$ cat config.mk
export PLATFORM = sky130hd
export DESIGN_NAME = cswk_device_flat
export DESIGN_NICKNAME = d
export VERILOG_FILES = /design/src/verilog/cswk_pkg.sv /design/src/verilog/cswk_link_if.sv /design/src/verilog/cswk_device.sv /design/src/flat_wrapper.sv
export VERILOG_INCLUDE_DIRS = /design/src /design/src/verilog
export SDC_FILE = /design/constraint.sdc
export NUM_CORES = 1
export LEC_CHECK = 0
export BUFFER_PORTS_ARGS = -buffer_cell sky130_fd_sc_hd__buf_2
export CORE_ASPECT_RATIO = 0.7
export CORE_MARGIN = 4
export CORE_UTILIZATION = 49
export CTS_CLUSTER_DIAMETER = 150
export DETAILED_ROUTE_END_ITERATION = 10
export GPL_TIMING_DRIVEN = 1
export PLACE_DENSITY = 0.8
export SETUP_SLACK_MARGIN = 0.15
export SLEW_MARGIN = 25
export SYNTH_ARGS = -nofsm -noshare
export SYNTH_HDL_FRONTEND = slang
export SYNTH_SLANG_ARGS = --single-unit
export TNS_END_PERCENT = 30
$ cat constraint.sdc
create_clock -name aclk -period 1.7 [get_ports aclk]
set_input_delay 0 -clock aclk [delete_from_list [all_inputs] [get_ports aclk]]
set_output_delay 0 -clock aclk [all_outputs]
set_load 0.05 [all_outputs]
$ cat src/verilog/cswk_params.svh
// constants for the selective-wake register bank and its controller
`ifndef CSWK_PARAMS_SVH
`define CSWK_PARAMS_SVH

// ----------------------------------------
// device register offsets (7-bit link addresses)
// ----------------------------------------
`define CSWK_OFF_WAKE_CONTROL 7'h20
`define CSWK_OFF_BIT_QUANTA 7'h21
`define CSWK_OFF_SAMPLE_POINT 7'h22
`define CSWK_OFF_IDENT_BYTE3 7'h23
`define CSWK_OFF_IDENT_BYTE2 7'h24
`define CSWK_OFF_IDENT_BYTE1 7'h25
`define CSWK_OFF_IDENT_LOW 7'h26
`define CSWK_OFF_MASK_BYTE3 7'h27
`define CSWK_OFF_LP_RX_OPTION 7'h4f
`define CSWK_OFF_BUS_STATUS 7'h4e

// ----------------------------------------
// device reset values
// ----------------------------------------
`define CSWK_RST_WAKE_CONTROL 8'h00
`define CSWK_RST_BIT_QUANTA 8'ha0
`define CSWK_RST_SAMPLE_POINT 8'h33
`define CSWK_RST_IDENT 8'h00
`define CSWK_RST_LP_RX_OPTION 8'h00

// ----------------------------------------
// field positions and writable masks
// ----------------------------------------
`define CSWK_BIT_OSC_CALIBRATION_ON 7
`define CSWK_BIT_TRIM_HI 6
`define CSWK_BIT_TRIM_LO 5
`define CSWK_BIT_TIMEOUT_ALLOW 4
`define CSWK_BIT_CFG_VALID 0
`define CSWK_TRIM_UNLOCK 2'h3
`define CSWK_WMASK_CONTROL 8'hf1
`define CSWK_WMASK_RESTART_KEEP 8'hf0
`define CSWK_WMASK_SAMPLE_POINT 8'h3f
`define CSWK_WMASK_IDENT_LOW 8'h7f
`define CSWK_BIT_RTR 1
`define CSWK_BIT_IDE 0
`define CSWK_BIT_TIMEOUT_FLAG 0

// ----------------------------------------
// controller AXI4-Lite register offsets and fields
// ----------------------------------------
`define CSWK_AXI_OFF_COMMAND 8'h00
`define CSWK_AXI_OFF_STATUS 8'h04
`define CSWK_AXI_OFF_PIN 8'h08
`define CSWK_CMD_BIT_READ 16
`define CSWK_RESP_OKAY 2'h0
`define CSWK_RESP_SLVERR 2'h2

`endif

$ cat src/verilog/cswk_pkg.sv
// types shared by the selective-wake device and its controller
package cswk_pkg;

	// ----------------------------------------
	// device state
	// ----------------------------------------
	typedef struct packed {
		logic [7:0] control;
		logic [7:0] bit_quanta;
		logic [7:0] sample_point;
		logic [7:0] ident3;
		logic [7:0] ident2;
		logic [7:0] ident1;
		logic [7:0] ident_low;
		logic [7:0] mask3;
		logic [7:0] lp_rx_option;
		logic timeout_flag;
		logic irq_n;
		logic [7:0] rdata;
		logic ack;
		logic match;
		logic calib_on;
		logic calib_ref;
	} cswk_dev_state_t;

	// ----------------------------------------
	// controller state
	// ----------------------------------------
	typedef struct packed {
		logic awready;
		logic wready;
		logic arready;
		logic aw_held;
		logic w_held;
		logic [7:0] waddr;
		logic [31:0] wdata;
		logic [3:0] wstrb;
		logic bvalid;
		logic [1:0] bresp;
		logic rvalid;
		logic [31:0] rdata;
		logic [1:0] rresp;
		logic [31:0] command;
		logic busy;
		logic [7:0] last_rdata;
		logic tx_level;
		logic link_req;
		logic link_write;
		logic [6:0] link_addr;
		logic [7:0] link_wdata;
	} cswk_host_state_t;

endpackage

$ cat src/verilog/cswk_link_if.sv
// link between the controller and the selective-wake register bank
`timescale 1ns/10ps
interface cswk_link_if;
	logic link_req;
	logic link_write;
	logic [6:0] link_addr;
	logic [7:0] link_wdata;
	logic [7:0] link_rdata;
	logic link_ack;
	logic bus_transmit_input;
	logic interrupt_out_n;

	modport device (
		input link_req,
		input link_write,
		input link_addr,
		input link_wdata,
		output link_rdata,
		output link_ack,
		input bus_transmit_input,
		output interrupt_out_n
	);

	modport host (
		output link_req,
		output link_write,
		output link_addr,
		output link_wdata,
		input link_rdata,
		input link_ack,
		output bus_transmit_input,
		input interrupt_out_n
	);
endinterface

$ cat src/verilog/cswk_device.sv
// selective-wake configuration register bank, device end
//
// Added by the designer: the AXI4-Lite slave port, in the controller (cswk_host), not in this module.
`timescale 1ns/10ps
`include "cswk_params.svh"
module cswk_device (
	input wire logic aclk,
	input wire logic aresetn,
	cswk_link_if.device link,
	input wire logic soft_reset,
	input wire logic chip_restart,
	input wire logic wake_up_event,
	input wire logic bus_timeout_event,
	input wire logic rx_frame_valid,
	input wire logic [28:0] rx_ident,
	input wire logic rx_rtr,
	input wire logic rx_ide,
	output logic wake_enabled,
	output logic osc_calibration_on,
	output logic calib_reference,
	output logic [7:0] quanta_per_bit,
	output logic [5:0] sample_point,
	output logic [7:0] low_power_rx_option_reg,
	output logic bus_timeout_flag,
	output logic wake_frame_match
);

	// ----------------------------------------
	// state and reset image
	// ----------------------------------------
	cswk_pkg::cswk_dev_state_t state_r;
	cswk_pkg::cswk_dev_state_t state_nxt;

	function automatic cswk_pkg::cswk_dev_state_t reset_image();
		cswk_pkg::cswk_dev_state_t r;
		r = '0;
		r.control = `CSWK_RST_WAKE_CONTROL;
		r.bit_quanta = `CSWK_RST_BIT_QUANTA;
		r.sample_point = `CSWK_RST_SAMPLE_POINT;
		r.ident3 = `CSWK_RST_IDENT;
		r.ident2 = `CSWK_RST_IDENT;
		r.ident1 = `CSWK_RST_IDENT;
		r.ident_low = `CSWK_RST_IDENT;
		r.mask3 = `CSWK_RST_IDENT;
		r.lp_rx_option = `CSWK_RST_LP_RX_OPTION;
		r.irq_n = 1'b1;
		return r;
	endfunction

	// ----------------------------------------
	// next state
	// ----------------------------------------
	logic wr;
	logic cfg_wr;
	logic valid_set;
	logic unlocked;
	logic [28:0] cfg_ident;
	logic [28:0] cmp_mask;

	always_comb
	begin
		state_nxt = state_r;
		state_nxt.ack = 1'b0;
		state_nxt.match = 1'b0;
		wr = link.link_req & link.link_write;
		cfg_wr = 1'b0;
		valid_set = 1'b0;
		unlocked = state_r.control[`CSWK_BIT_TRIM_HI:`CSWK_BIT_TRIM_LO] == `CSWK_TRIM_UNLOCK;
		cfg_ident = {state_r.ident3, state_r.ident2, state_r.ident1,
			state_r.ident_low[6:2]};
		cmp_mask = {state_r.mask3, 21'h1fffff};
		if (!state_r.ident_low[`CSWK_BIT_IDE])
		begin
			cmp_mask[17:0] = 18'h00000;
		end
		if (wr)
		begin
			unique case (link.link_addr)
				`CSWK_OFF_WAKE_CONTROL:
				begin
					state_nxt.control = link.link_wdata & `CSWK_WMASK_CONTROL;
					valid_set = link.link_wdata[`CSWK_BIT_CFG_VALID];
				end
				`CSWK_OFF_BIT_QUANTA:
				begin
					state_nxt.bit_quanta = link.link_wdata;
					cfg_wr = 1'b1;
				end
				`CSWK_OFF_SAMPLE_POINT:
				begin
					state_nxt.sample_point = link.link_wdata & `CSWK_WMASK_SAMPLE_POINT;
					cfg_wr = 1'b1;
				end
				`CSWK_OFF_IDENT_BYTE3:
				begin
					state_nxt.ident3 = link.link_wdata;
					cfg_wr = 1'b1;
				end
				`CSWK_OFF_IDENT_BYTE2:
				begin
					state_nxt.ident2 = link.link_wdata;
					cfg_wr = 1'b1;
				end
				`CSWK_OFF_IDENT_BYTE1:
				begin
					state_nxt.ident1 = link.link_wdata;
					cfg_wr = 1'b1;
				end
				`CSWK_OFF_IDENT_LOW:
				begin
					state_nxt.ident_low = link.link_wdata & `CSWK_WMASK_IDENT_LOW;
					cfg_wr = 1'b1;
				end
				`CSWK_OFF_MASK_BYTE3:
				begin
					state_nxt.mask3 = link.link_wdata;
					cfg_wr = 1'b1;
				end
				`CSWK_OFF_LP_RX_OPTION:
				begin
					if (unlocked)
					begin
						state_nxt.lp_rx_option = link.link_wdata;
						cfg_wr = 1'b1;
					end
				end
				`CSWK_OFF_BUS_STATUS:
				begin
					if (link.link_wdata[`CSWK_BIT_TIMEOUT_FLAG])
					begin
						state_nxt.timeout_flag = 1'b0;
					end
				end
				default:
				begin
				end
			endcase
		end
		// automatic clear of the valid flag, a software set wins
		if ((cfg_wr | wake_up_event) & !valid_set)
		begin
			state_nxt.control[`CSWK_BIT_CFG_VALID] = 1'b0;
		end
		// timeout event wins over the clear
		if (bus_timeout_event & state_r.control[`CSWK_BIT_CFG_VALID])
		begin
			state_nxt.timeout_flag = 1'b1;
		end
		if (rx_frame_valid & state_r.control[`CSWK_BIT_CFG_VALID])
		begin
			state_nxt.match = (((rx_ident ^ cfg_ident) & cmp_mask) == 29'h00000000)
				& (rx_rtr == state_r.ident_low[`CSWK_BIT_RTR])
				& (rx_ide == state_r.ident_low[`CSWK_BIT_IDE]);
		end
		if (link.link_req)
		begin
			state_nxt.ack = 1'b1;
			unique case (link.link_addr)
				`CSWK_OFF_WAKE_CONTROL: state_nxt.rdata = state_r.control;
				`CSWK_OFF_BIT_QUANTA: state_nxt.rdata = state_r.bit_quanta;
				`CSWK_OFF_SAMPLE_POINT: state_nxt.rdata = state_r.sample_point;
				`CSWK_OFF_IDENT_BYTE3: state_nxt.rdata = state_r.ident3;
				`CSWK_OFF_IDENT_BYTE2: state_nxt.rdata = state_r.ident2;
				`CSWK_OFF_IDENT_BYTE1: state_nxt.rdata = state_r.ident1;
				`CSWK_OFF_IDENT_LOW: state_nxt.rdata = state_r.ident_low;
				`CSWK_OFF_MASK_BYTE3: state_nxt.rdata = state_r.mask3;
				`CSWK_OFF_LP_RX_OPTION: state_nxt.rdata = state_r.lp_rx_option;
				`CSWK_OFF_BUS_STATUS: state_nxt.rdata = {7'h00, state_r.timeout_flag};
				default: state_nxt.rdata = 8'h00;
			endcase
		end
		if (chip_restart)
		begin
			state_nxt.control = state_r.control & `CSWK_WMASK_RESTART_KEEP;
		end
		if (soft_reset)
		begin
			state_nxt = reset_image();
		end
		state_nxt.irq_n = !(state_nxt.timeout_flag
			& state_nxt.control[`CSWK_BIT_TIMEOUT_ALLOW]);
		state_nxt.calib_on = state_nxt.control[`CSWK_BIT_OSC_CALIBRATION_ON]
			& (state_nxt.control[`CSWK_BIT_TRIM_HI:`CSWK_BIT_TRIM_LO]
			== `CSWK_TRIM_UNLOCK);
		state_nxt.calib_ref = state_nxt.calib_on & link.bus_transmit_input;
	end

	// ----------------------------------------
	// registers
	// ----------------------------------------
	always_ff @(posedge aclk)
	begin
		if (!aresetn)
		begin
			state_r <= reset_image();
		end
		else
		begin
			state_r <= state_nxt;
		end
	end

	// ----------------------------------------
	// outputs
	// ----------------------------------------
	assign link.link_rdata = state_r.rdata;
	assign link.link_ack = state_r.ack;
	assign link.interrupt_out_n = state_r.irq_n;
	assign wake_enabled = state_r.control[`CSWK_BIT_CFG_VALID];
	assign osc_calibration_on = state_r.calib_on;
	assign calib_reference = state_r.calib_ref;
	assign quanta_per_bit = state_r.bit_quanta;
	assign sample_point = state_r.sample_point[5:0];
	assign low_power_rx_option_reg = state_r.lp_rx_option;
	assign bus_timeout_flag = state_r.timeout_flag;
	assign wake_frame_match = state_r.match;

endmodule

$ cat src/flat_wrapper.sv
// flat-port wrapper written by rule: the top's interface ports become plain ports
module cswk_device_flat 
  (aclk, aresetn, soft_reset, chip_restart, wake_up_event, bus_timeout_event, rx_frame_valid, rx_ident, rx_rtr, rx_ide, wake_enabled, osc_calibration_on, calib_reference, quanta_per_bit, sample_point, low_power_rx_option_reg, bus_timeout_flag, wake_frame_match, link_link_req, link_link_write, link_link_addr, link_link_wdata, link_link_rdata, link_link_ack, link_bus_transmit_input, link_interrupt_out_n);
  cswk_link_if link_i ();
  input wire logic aclk;
  input wire logic aresetn;
  input wire logic soft_reset;
  input wire logic chip_restart;
  input wire logic wake_up_event;
  input wire logic bus_timeout_event;
  input wire logic rx_frame_valid;
  input wire logic [28:0] rx_ident;
  input wire logic rx_rtr;
  input wire logic rx_ide;
  output logic wake_enabled;
  output logic osc_calibration_on;
  output logic calib_reference;
  output logic [7:0] quanta_per_bit;
  output logic [5:0] sample_point;
  output logic [7:0] low_power_rx_option_reg;
  output logic bus_timeout_flag;
  output logic wake_frame_match;
  input wire logic [$bits(link_i.link_req)-1:0] link_link_req;
  input wire logic [$bits(link_i.link_write)-1:0] link_link_write;
  input wire logic [$bits(link_i.link_addr)-1:0] link_link_addr;
  input wire logic [$bits(link_i.link_wdata)-1:0] link_link_wdata;
  output wire logic [$bits(link_i.link_rdata)-1:0] link_link_rdata;
  output wire logic [$bits(link_i.link_ack)-1:0] link_link_ack;
  input wire logic [$bits(link_i.bus_transmit_input)-1:0] link_bus_transmit_input;
  output wire logic [$bits(link_i.interrupt_out_n)-1:0] link_interrupt_out_n;
  assign link_i.link_req = link_link_req;
  assign link_i.link_write = link_link_write;
  assign link_i.link_addr = link_link_addr;
  assign link_i.link_wdata = link_link_wdata;
  assign link_link_rdata = link_i.link_rdata;
  assign link_link_ack = link_i.link_ack;
  assign link_i.bus_transmit_input = link_bus_transmit_input;
  assign link_interrupt_out_n = link_i.interrupt_out_n;
  cswk_device u_core (.aclk(aclk), .aresetn(aresetn), .link(link_i), .soft_reset(soft_reset), .chip_restart(chip_restart), .wake_up_event(wake_up_event), .bus_timeout_event(bus_timeout_event), .rx_frame_valid(rx_frame_valid), .rx_ident(rx_ident), .rx_rtr(rx_rtr), .rx_ide(rx_ide), .wake_enabled(wake_enabled), .osc_calibration_on(osc_calibration_on), .calib_reference(calib_reference), .quanta_per_bit(quanta_per_bit), .sample_point(sample_point), .low_power_rx_option_reg(low_power_rx_option_reg), .bus_timeout_flag(bus_timeout_flag), .wake_frame_match(wake_frame_match));
endmodule
* Yosys cells after proc, flatten, opt, wreduce, memory -nomap -nowiden *
Cells that the tools add are included.

cells by class
  $lt $le $gt $ge = 0
  bitwise gates (word level) = 14
  $add $sub $neg = 0
  equal/unequal tests = 14
  multiply operators = 0
  reductions and logical operators = 16
  mux-type cells = 26
  divide/modulo/power cells = 0
  shift-type cells = 0

operator list
  operator              number
  $mux W86              1
  $pmux W8 S10          1
  $mux W73              1
  $mux W8               9
  $eq A7 B6 Y1 const B  8
  $and A29 B29 Y29      1
  $logic_not A29 Y1     1
  $xor A29 B29 Y29      1
  $mux W18              1
  $reduce_and A2 Y1     8
  $eq A7 B7 Y1 const B  2
  $and A1 B1 Y1         9
  $mux W1               9
  $mux W9               1
  $mux W7               1
  $reduce_or A7 Y1      1
  $mux W6               1
  $eq A2 B2 Y1 const B  2
  $reduce_or A4 Y1      1
  $reduce_and A3 Y1     1
  $reduce_or A3 Y1      1
  $eq A1 B1 Y1          2
  $logic_not A1 Y1      2
  $not A1 Y1            2
  other kinds (3)       3

storage, ports and cells
  output and inout port bits = 37
  bits in read-only memories = 0
  RAM bits = 0
  input bits = 56
  bits in latches = 0
  logic and storage cells = 87
  memories = 0
  flip-flop bits (word level) = 80

* Logic depth before layout (Yosys ltp) *
Gate-level depths: netlist of the first run.

  word-level depth = 12
  depth in mapped cells = 7
  mapped depth without buffers = 5

* Worst setup path before layout of the first run *
Ideal clock, no wire load.

  kind = input to register
  from = in link_link_addr[3]
  to = reg u_core.state_r (netlist bit u_core.calib_reference)
  path buffers = 1
  slack = -0.100 ns
  data required time = 1.640 ns
  data arrival time = 1.740 ns
  stages on the path = 6
  library setup time = 0.060 ns
  cell sequence = or4b_1 -> buf_2 -> or3_4 -> nor4_4 -> mux2i_1 -> and3_1

between the ends
  cells in the longest elaborated chain, start to end = 8

ends and longest elaborated chain
  element                        line                RTL
  start, declared                flat_wrapper.sv:25  input wire logic [$bits(link_i.link_addr)-1:0] link_link_addr;
  $eq A7 B6 Y1 *                 cswk_device.sv:78   unique case (link.link_addr)
  $mux W8 *                      cswk_device.sv:78
  $mux W73 *                     cswk_device.sv:76   if (wr)
  $mux W8 *                      cswk_device.sv:172  if (chip_restart)
  $mux W86 *                     cswk_device.sv:176  if (soft_reset)
  $eq A2 B2 Y1 (no source line)  -
  $and A1 B1 Y1 *                cswk_device.sv:182  state_nxt.calib_on = state_nxt.control[`CSWK_BIT_OSC_CALIBRATION_ON]
  $and A1 B1 Y1 *                cswk_device.sv:185  state_nxt.calib_ref = state_nxt.calib_on & link.bus_transmit_input;
  end signal, assigned           cswk_device.sv:195  state_r <= reset_image();
  end signal, assigned           cswk_device.sv:199  state_r <= state_nxt;
  end, declared                  cswk_device.sv:31   cswk_pkg::cswk_dev_state_t state_r;

Every way passes the cells marked *; elsewhere a longest branch is shown, timed or not.
A chain may end at the register's enable or synchronous reset.

* Final worst setup path of the first run *
  from = reg u_core.state_r[84] (netlist name)
  to = reg u_core.state_r (netlist bit u_core.wake_enabled)

between the ends
  cells in the longest elaborated chain, start to end = 7

ends and longest elaborated chain
  element                            line                RTL
  $eq A2 B2 Y1 (no source line)      -
  $mux W1                            cswk_device.sv:121  if (unlocked)
  $pmux W1 S2                        cswk_device.sv:78
  $mux W1                            cswk_device.sv:76
  $or A1 B1 Y1                       cswk_device.sv:140  if ((cfg_wr | wake_up_event) & !valid_set)
  $and A1 B1 Y1                      cswk_device.sv:140
  $reduce_or A4 Y1 (no source line)  -

Every way passes these cells.

==> results by group, run 1 <==
Clocking
  • Number of buffers created by CTS: 9
  • H-tree levels: 3
  • Clk_lat worst skew: 340 ps
  • Root buf cell: clkbuf_16
  • Longest Clk Path Bufs: 2
  • CTS sink cnt: 80
  • CTS tree: yes
  • Worst-path clk slew: 60 ps

GRT
  • Total track usage: 0.2590
  • Grt ovf: 0
  • Initial antenna violation count: 0
  • Largest net degree at the start of global routing: 38
  • First-pass GRT wire length: 20760 um
  • Vias in the first global route: 3927

Logic synthesis
  • #FFs+latches synth: 80
  • Dominant synthesized flop cell: dfxtp_1
  • Area contributors post-synth: dfxtp_1, mux2i_1, buf_4, a21oi_1, nor2_1
  • Yosys Warn Count: 0
  • Syn_nets: 540
  • Cell count after synthesis: 484
  • Async SR Flop Fraction: 0
  • Post-synthesis cell type count: 54
  • Netlist Area Pre-Place: 4193 sq um
  • Post-synth EDFFs: 0
  • Register area share after synthesis: 0.3820
  • Avg Cell Area, Syn: 8.663 sq um
  • Synth top area share: 0.3820
  • Largest area contributor in the netlist: dfxtp_1

Die
  • Core ar.: 8108 sq um
  • Row cnt: 27
  • Die Area: 10120 sq um
  • Die Width: 118.6 um
  • DIE HEIGHT: 85.40 um
  • Initial Util: 0.5171
  • Ports: 93

Route
  • DRT Pass-1 Iters: 6
  • Drt initial violations: 444
  • DRC violations left: 0
  • Final ANT Viol Nets: 0
  • Average wire per standard cell: 19.64 um
  • Vias: 4097
  • DR vias/cell: 6.052
  • WL final: 13290 um

Final layout
  • Final instance area: 5269 sq um
  • Antenna cells: 0
  • Max reg flops: 29
  • Nets: 627
  • Area Growth Syn to Fin: 25.66%
  • Share of layout cells above drive strength 1: 0.3125
  • Non-filler instance count after layout: 677

Min path
  • Worst Hold Class: in2reg

Timing
  • Hold Vio Cnt, Final: 0
  • Max Freq: 640.8 MHz
  • Min Clock Period, post-route: 1561 ps
  • Worst-Margin Slew: 528.3 ps
  • Setup Skew: 6.145 ps
  • RSZ-0062 raised after global routing: true
  • Slew HR: 0.6471
  • Setup ws final: 139.5 ps
  • Slew Viols, Final: 0
  • Final worst path period share: 0.9180
  • Final setup violating endpoints: 0

Power
  • Leak pwr: 2.133 nW
  • Pwr dens: 868.2 nW/um^2
  • Worst vdd ir: 0.5049 mV

Worst setup path
  • CP Capture Type: register
  • Worst path arrival time: 1770 ps
  • Startpoint Class: register
  • Crit path max-delay family: simple AND/OR/NAND/NOR gates
  • Worst path buffer plus inverter count: 1
  • Crit-path slowest cell: dfxtp_1
  • Worst-path fanout max: 9
  • Crit-path cells: nand2_1 > or4_1 > buf_4 > a21oi_1 > nor3_1
  • Critical Path RT: 1910 ps
  • Crit Path Class: reg2reg
  • CP peak stage delay: 420 ps

Placed design
  • Placement Cell Area: 4802 sq um
  • I/O Buffers: 92
  • GPL Wtd Cong: 0.9686
  • Pre-CTS setup slack: -186.1 ps
  • DP Cell Count: 656
  • Dpl hpwl: 9718 um

Run status
  • Outcome: complete, no violations

Job
  • MaxCap Viol Count: 0
[layout by cell type, fill, tap and decap left out, drive strengths merged, types with 3 or more instances in the layout]
cell         instances
nand2               43
xnor2               18
clkbuf              12
mux2i               48
o31ai                3
nand2b               5
a221oi               3
a22oi                6
dlygate4sd3          4
mux2                 6
and2                 3
nand3               31
nor2                46
a32oi                3
dfxtp               80
nor3                 7
o21ai                8
a21oi               40
bufinv               3
nor2b                8
nand4                7
xor2                13
nand3b               6
buf                138
[what timing repair did]
item                                    CTS  global route
pin swaps                                 0             3
hold buffers                              4             0
buffers inserted                          0             1
gates resized for setup                   3            10
endpoints found under the setup margin    3            28
endpoints found under the hold margin     5             0
[stage by stage]
stage                     utilization  hold WS [ps]  total power, mW  setup TNS (ps)
after global routing           0.6498         39.55            4.690               0
after floorplan                     -         79.31            2.096          -413.2
final                          0.6498         19.92            4.575               0
after detailed placement       0.5923         231.6            2.268           -4139
after global placement         0.5923         224.4            2.260           -1872
after CTS                      0.6438         16.30            4.570               0
[per-layer routing]
metal	track usage	wire [um]	vias up
met1	0.3527	5522	1951
met2	0.4088	5975	276
met5	0	0	-
met4	0.05994	245	0
met3	0.07395	1551	30
li1	-	-	1840
[layout make-up]
class                           count  area (sq um)
Clock inverter                      4         98.84
Multi-Input combinational cell    336          2278
Clock buffer                       12         266.5
Timing Repair Buffer              142         889.6
Sequential cell                    80          1602
Tap cell                          101         126.4
Inverter                            2         7.507
Fill cell                         663          2839
[worst min-delay path: stages]
cell and delay, ps:
buf_2 90, buf_4 150, a21oi_1 70
[cell families after synthesis]
logic type | synth area share
simple gates | 0.2044
flops | 0.3820
compound gates | 0.1188
buf+inv | 0.08863
mux | 0.1414
xor+xnor | 0.06476
[cells in the mapped netlist, drive strengths merged, types with 3 or more instances]
| cell type | count |
|---|---|
| nor2 | 46 |
| nand2b | 5 |
| nand3 | 31 |
| xnor2 | 18 |
| dfxtp | 80 |
| a32oi | 3 |
| nor2b | 8 |
| nor3 | 7 |
| a221oi | 3 |
| clkbuf | 28 |
| buf | 38 |
| nand4 | 7 |
| o21ai | 8 |
| a22oi | 6 |
| and2 | 3 |
| mux2 | 6 |
| xor2 | 13 |
| nand3b | 6 |
| nand2 | 43 |
| a21oi | 40 |
| o31ai | 3 |
| mux2i | 48 |
[where the power goes]
part | leakage (nW) | internal (mW) | switching (mW)
sequential | 0.645 | 1.88 | 0.00113
combinational | 1.31 | 0.156 | 0.221
clock | 0.179 | 1.56 | 0.763
total | 2.13 | 3.59 | 0.985
[worst paths after layout]
check                                              start                                      to  slack [ps]  cells after the start
setup / recovery           u_core.state_r[84]$_SDFF_PN0_        u_core.wake_enabled$_SDFFE_PP0P_         140                      5
hold / removal                             link_link_req  u_core.link.link_rdata[1]$_SDFFE_PP0P_          20                      3
setup reg to reg           u_core.state_r[84]$_SDFF_PN0_        u_core.wake_enabled$_SDFFE_PP0P_         140                      5
hold reg to reg   u_core.link.link_rdata[2]$_SDFFE_PP0P_  u_core.link.link_rdata[2]$_SDFFE_PP0P_         480                      2
No activity file was read; power rests on OpenSTA's default activity.
==> inputs of run 2 (changes only) <==
--- a/config.mk
+++ b/config.mk
@@ -6,7 +6,7 @@
 export SDC_FILE = /design/constraint.sdc
 export NUM_CORES = 1
 export LEC_CHECK = 0
-export BUFFER_PORTS_ARGS = -buffer_cell sky130_fd_sc_hd__buf_2
+export BUFFER_PORTS_ARGS = -buffer_cell sky130_fd_sc_hd__buf_4
 export CORE_ASPECT_RATIO = 0.7
 export CORE_MARGIN = 4
 export CORE_UTILIZATION = 49
@@ -15,7 +15,7 @@
 export GPL_TIMING_DRIVEN = 1
 export PLACE_DENSITY = 0.8
 export SETUP_SLACK_MARGIN = 0.15
-export SLEW_MARGIN = 25
+export SLEW_MARGIN = 20
 export SYNTH_ARGS = -nofsm -noshare
 export SYNTH_HDL_FRONTEND = slang
 export SYNTH_SLANG_ARGS = --single-unit
==> run 2 against run 1 <==
Highest routed layer is now met5. Clock power decreased by 6%. Count of clock-buffer cells in the layout unchanged. Clock skew decreased by 0.60 ps. Via count decreased by 2.6%. First-iteration DRC count decreased by 19%. Routed wire length decreased by 0.35%. Critical path depth increased by 1. Sequential power about the same. Register-to-register slack about the same. Critical endpoint is now u_core.link.link_rdata[5]$_SDFFE_PP0P_.
==> results by group, run 2 (synthesized netlist as in run 1, its figures left out) <==
Run status
  • Outcome: complete, no violations

Min path
  • Worst Hold Class: in2reg

Power
  • Sequential fraction of design power: 0.418
  • Switching share of power: 0.2231
  • Net Sw Power: 1.001 mW
  • Leak pwr: 2.202 nW
  • Combinational share of power: 0.094
  • Pwr dens: 812.7 nW/um^2
  • Total power: 4.488 mW
  • Clock power share: 0.488
  • Worst vdd ir: 0.7176 mV
  • Power Internal: 3.487 mW

Timing
  • Worst-Margin Slew: 555.9 ps
  • Min Clock Period, post-route: 1573 ps
  • Max Freq: 635.8 MHz
  • Hold Vio Cnt, Final: 0
  • Final setup violating endpoints: 0
  • Slew HR: 0.6294
  • RSZ-0062 raised after global routing: true
  • Final TNS setup: 0 ps
  • Setup ws final: 127.3 ps
  • Setup Skew: 5.541 ps
  • Final worst path period share: 0.9251
  • Slew Viols, Final: 0

Final layout
  • # fillers: 640
  • Max reg flops: 29
  • Register area: 1603 sq um
  • Area Growth Syn to Fin: 31.72%
  • Nets: 633
  • Most frequent cells in the layout: buf_4, dfxtp_1, mux2i_1
  • Most common cell after layout, fill and taps aside: buf_4
  • Share of layout cells above drive strength 1: 0.3076
  • Area occupied by multi-input gates: 2282 sq um
  • Antenna cells: 0

Die
  • Core ar.: 8108 sq um
  • Initial Util: 0.5171
  • Row cnt: 27
  • Ports: 93
  • Die Area: 10120 sq um
  • DIE HEIGHT: 85.40 um
  • Die Width: 118.6 um

Clocking
  • Longest Clk Path Bufs: 2
  • H-tree levels: 3
  • Worst-path clk slew: 60 ps
  • Root buf cell: clkbuf_16
  • CTS sink cnt: 80
  • CTS tree: yes
  • Clk_lat worst skew: 340 ps
  • Postcts setup bufs: 0
  • Number of buffers created by CTS: 9

Route
  • Vias: 3992
  • DR vias/cell: 5.845
  • Final ANT Viol Nets: 0
  • DRT Pass-1 Iters: 5
  • Drt initial violations: 358
  • Average wire per standard cell: 19.40 um
  • DRC violations left: 0
  • WL final: 13250 um

GRT
  • First-pass GRT wire length: 20530 um
  • Total track usage: 0.2608
  • Initial antenna violation count: 1
  • Vias in the first global route: 3935
  • Largest net degree at the start of global routing: 36
  • Grt ovf: 0

Placed design
  • I/O Buffers: 92
  • Pre-CTS setup slack: -130.9 ps
  • GPL Wtd Cong: 0.9747
  • Dpl hpwl: 9768 um

Job
  • MaxCap Viol Count: 0

Worst setup path
  • Worst path arrival time: 1830 ps
  • Worst-path fanout max: 2
  • Crit Path Class: reg2reg
  • Startpoint Class: register
  • CP Capture Type: register
  • Critical Path RT: 1960 ps
-- run 2: path summary, 6_finish.rpt --
path / start / endpoint / slack (ps) / depth (start not counted)
worst max-delay path: u_core.state_r[83]$_SDFF_PN0_ / u_core.link.link_rdata[5]$_SDFFE_PP0P_ / 130 / 6
worst min-delay path: rx_ident[12] / u_core.wake_frame_match$_SDFF_PP0_ / 10 / 4
worst max register to register: u_core.state_r[83]$_SDFF_PN0_ / u_core.link.link_rdata[5]$_SDFFE_PP0P_ / 130 / 6
worst min register to register: u_core.link.link_rdata[0]$_SDFFE_PP0P_ / u_core.link.link_rdata[0]$_SDFFE_PP0P_ / 480 / 2
-- run 2: cell type report --
type                       instances  share of cell area
inverter                           2            0.001359
clock inverter                     4             0.01337
sequential                        80              0.2902
multi-input combinational        336              0.4132
clock buffer                      12             0.04826
tap                              101             0.02288
timing repair buffer             148              0.2107
-- run 2: layer usage --
metal  vias up  share of wire  GRT usage
li1       1853              -          -
met1      1899           0.43     0.3470
met2       214           0.45     0.3995
met3        24           0.10    0.08528
met4         2          0.015    0.08938
met5         -        0.00083          0
-- run 2: timing repair --
action / 4_1_cts / 5_1_grt
hold endpoints to repair: 21 / 0
setup endpoints to repair: 3 / 5
resized for setup: 6 / 5
pin swaps: 0 / 2
hold buffers: 11 / 0
-- run 2: power groups by stage --
stage / Clock [mW] / Sequential, mW / Combinational [mW]
final: 2.19 / 1.88 / 0.421
after global routing: 2.29 / 1.88 / 0.445
after CTS: 2.21 / 1.88 / 0.409
after detailed placement: 0 / 1.92 / 0.385
after global placement: 0 / 1.92 / 0.378
after floorplan: 0 / 1.92 / 0.174
-- run 2: worst max-delay path, stage by stage (launching register included) --
cell	delay, ps
dfxtp_2	320
or3b_2	450
a21oi_2	160
a2111oi_2	70
buf_4	150
o221ai_2	150
nor3b_2	190
-- run 2: per-stage QoR --
stage,instances,instance area (sq um),utilization,hold slack [ps]
final,683,5523,0.6812,10.44
after global placement,656,5020,0.6191,208.2
after detailed placement,656,5020,0.6191,203.3
after floorplan,484,4210,-,79.31
after CTS,683,5492,0.6773,5.637
after global routing,683,5523,0.6812,13.50
==> inputs of run 3 (changes only) <==
--- a/config.mk
+++ b/config.mk
@@ -14,6 +14,7 @@
 export DETAILED_ROUTE_END_ITERATION = 10
 export GPL_TIMING_DRIVEN = 1
 export PLACE_DENSITY = 0.8
+export RECOVER_POWER = 25
 export SETUP_SLACK_MARGIN = 0.15
 export SLEW_MARGIN = 20
 export SYNTH_ARGS = -nofsm -noshare
==> run 3 against run 2 <==
Fmax down 0.64%. Sequential power hardly changed. Register-to-register slack is essentially flat. Flip-flop and latch count did not move. Highest routed layer unchanged. Critical path depth unchanged. Core utilization down 1.3 points. First-iteration DRC count grew 20%. Design area decreased by 1.9%. Die area stayed put. Via count increased by 0.80%. Total power fell by 0.29%.
==> results by group, run 3 (synthesized netlist as in run 1, its figures left out) <==
Timing
  • Final hold slack: 11.19 ps
  • Worst-Margin Slew: 623.6 ps
  • Max Freq: 631.7 MHz
  • RSZ-0062 raised after global routing: true
  • Hold Vio Cnt, Final: 0
  • Slew Viols, Final: 0
  • Setup Skew: 5.941 ps
  • Min Clock Period, post-route: 1583 ps
  • Final worst path period share: 0.9311
  • Slew HR: 0.5861
  • Final setup violating endpoints: 0

Power
  • Leak pwr: 2.087 nW
  • Combinational share of power: 0.094
  • Net Sw Power: 989.9 uW
  • Pwr dens: 826.1 nW/um^2
  • Sequential fraction of design power: 0.420
  • Switching share of power: 0.2212
  • Clock power share: 0.487
  • Worst vdd ir: 0.7114 mV
  • Total power: 4.475 mW
  • Power Internal: 3.485 mW

Clocking
  • Postcts setup bufs: 0
  • Longest Clk Path Bufs: 2
  • Root buf cell: clkbuf_16
  • Worst-path clk slew: 60 ps
  • CTS sink cnt: 80
  • Clk_lat worst skew: 340 ps
  • Number of buffers created by CTS: 9
  • H-tree levels: 3
  • CTS tree: yes

Placed design
  • I/O Buffers: 92
  • Dpl hpwl: 9768 um
  • GPL Wtd Cong: 0.9747
  • Placement Cell Area: 5020 sq um

GRT
  • Initial antenna violation count: 1
  • First-pass GRT wire length: 20530 um
  • Total track usage: 0.2608
  • Largest net degree at the start of global routing: 36
  • Grt ovf: 0
  • Vias in the first global route: 3935

Final layout
  • Antenna cells: 0
  • Most common cell after layout, fill and taps aside: buf_4
  • Final instance area: 5418 sq um
  • Share of layout cells above drive strength 1: 0.2595
  • Final core occ: 0.6682
  • Area Growth Syn to Fin: 29.22%
  • Most frequent cells in the layout: buf_4, dfxtp_1, mux2i_1
  • Nets: 633
  • Max reg flops: 29

Route
  • DRT Pass-1 Iters: 5
  • Met1 WL: 5654 um
  • Drt initial violations: 430
  • WL met2: 5856 um
  • Average wire per standard cell: 19.31 um
  • Vias: 4024
  • Final ANT Viol Nets: 0
  • Met3 wire len: 1417 um
  • Highest routed metal layer: met5
  • DR vias/cell: 5.892
  • DRC violations left: 0
  • WL final: 13190 um

Die
  • DIE HEIGHT: 85.40 um
  • Core ar.: 8108 sq um
  • Row cnt: 27
  • Ports: 93
  • Die Area: 10120 sq um
  • Initial Util: 0.5171
  • Die Width: 118.6 um

Worst setup path
  • Worst-path fanout max: 2
  • Critical Path RT: 1960 ps
  • CP Capture Type: register
  • Crit Path Class: reg2reg
  • Startpoint Class: register
  • Worst path arrival time: 1840 ps

Run status
  • Outcome: complete, no violations

Min path
  • Worst Hold Class: in2reg

Job
  • MaxCap Viol Count: 0
## run 3: cell count changes in the layout (fill, tap and decap cells not counted)
cell / previous run / this run
and2_1: 3 / 2
and2_0: 0 / 1
clkbuf_1: 0 / 28
buf_4: 135 / 107
## run 3: timing repair
| item | CTS | global route |
|---|---|---|
| hold endpoints to repair | 21 | 0 |
| hold buffers | 11 | 0 |
| cloned | 0 | 0 |
| pin swaps | 0 | 2 |
| gates resized for setup | 6 | 5 |
| endpoints found under the setup margin | 3 | 5 |
## run 3: metal layers
layer  global-route usage  vias up
met5                    0        -
met4              0.08938        2
met3              0.08528       25
met2               0.3995      218
met1               0.3470     1928
li1                     -     1851
## run 3: final timing paths
check | endpoint | startpoint | slack, ps | cells past startpoint
hold / removal | u_core.wake_frame_match$_SDFF_PP0_ | rx_ident[12] | 10 | 4
setup / recovery | u_core.link.link_rdata[5]$_SDFFE_PP0P_ | u_core.state_r[83]$_SDFF_PN0_ | 120 | 6
hold reg to reg | u_core.link.link_rdata[0]$_SDFFE_PP0P_ | u_core.link.link_rdata[0]$_SDFFE_PP0P_ | 480 | 2
setup reg to reg | u_core.link.link_rdata[5]$_SDFFE_PP0P_ | u_core.state_r[83]$_SDFF_PN0_ | 120 | 6
## run 3: critical path: stages (launching register included)
cell and delay [ps]:
dfxtp_2 320, or3b_2 450, a21oi_2 160, a2111oi_2 70, buf_4 150, o221ai_2 150, nor3b_2 200
## run 3: final cells by class
cell class | count | area, sq um
sequential | 80 | 1603
timing repair buffer | 148 | 1059
tap | 101 | 126.4
inverter | 2 | 7.507
fill | 668 | 2690
clock buffer | 12 | 266.5
multi-input combinational | 336 | 2282
clock inverter | 4 | 73.82
## run 3: power groups by stage
stage,clock network [mW],registers (mW),logic [mW]
after floorplan,0,1.92,0.174
after global placement,0,1.92,0.378
after detailed placement,0,1.92,0.385
after CTS,2.21,1.88,0.409
after global routing,2.29,1.88,0.443
final,2.18,1.88,0.419
## run 3: metrics by stage
step,setup TNS (ps),setup WS [ps],instances
after floorplan,-413.2,-93.49,484
final,0,117.1,683
after CTS,0,127.9,683
after global placement,-944.1,-93.27,656
after detailed placement,-2916,-130.9,656
after global routing,0,85.11,683
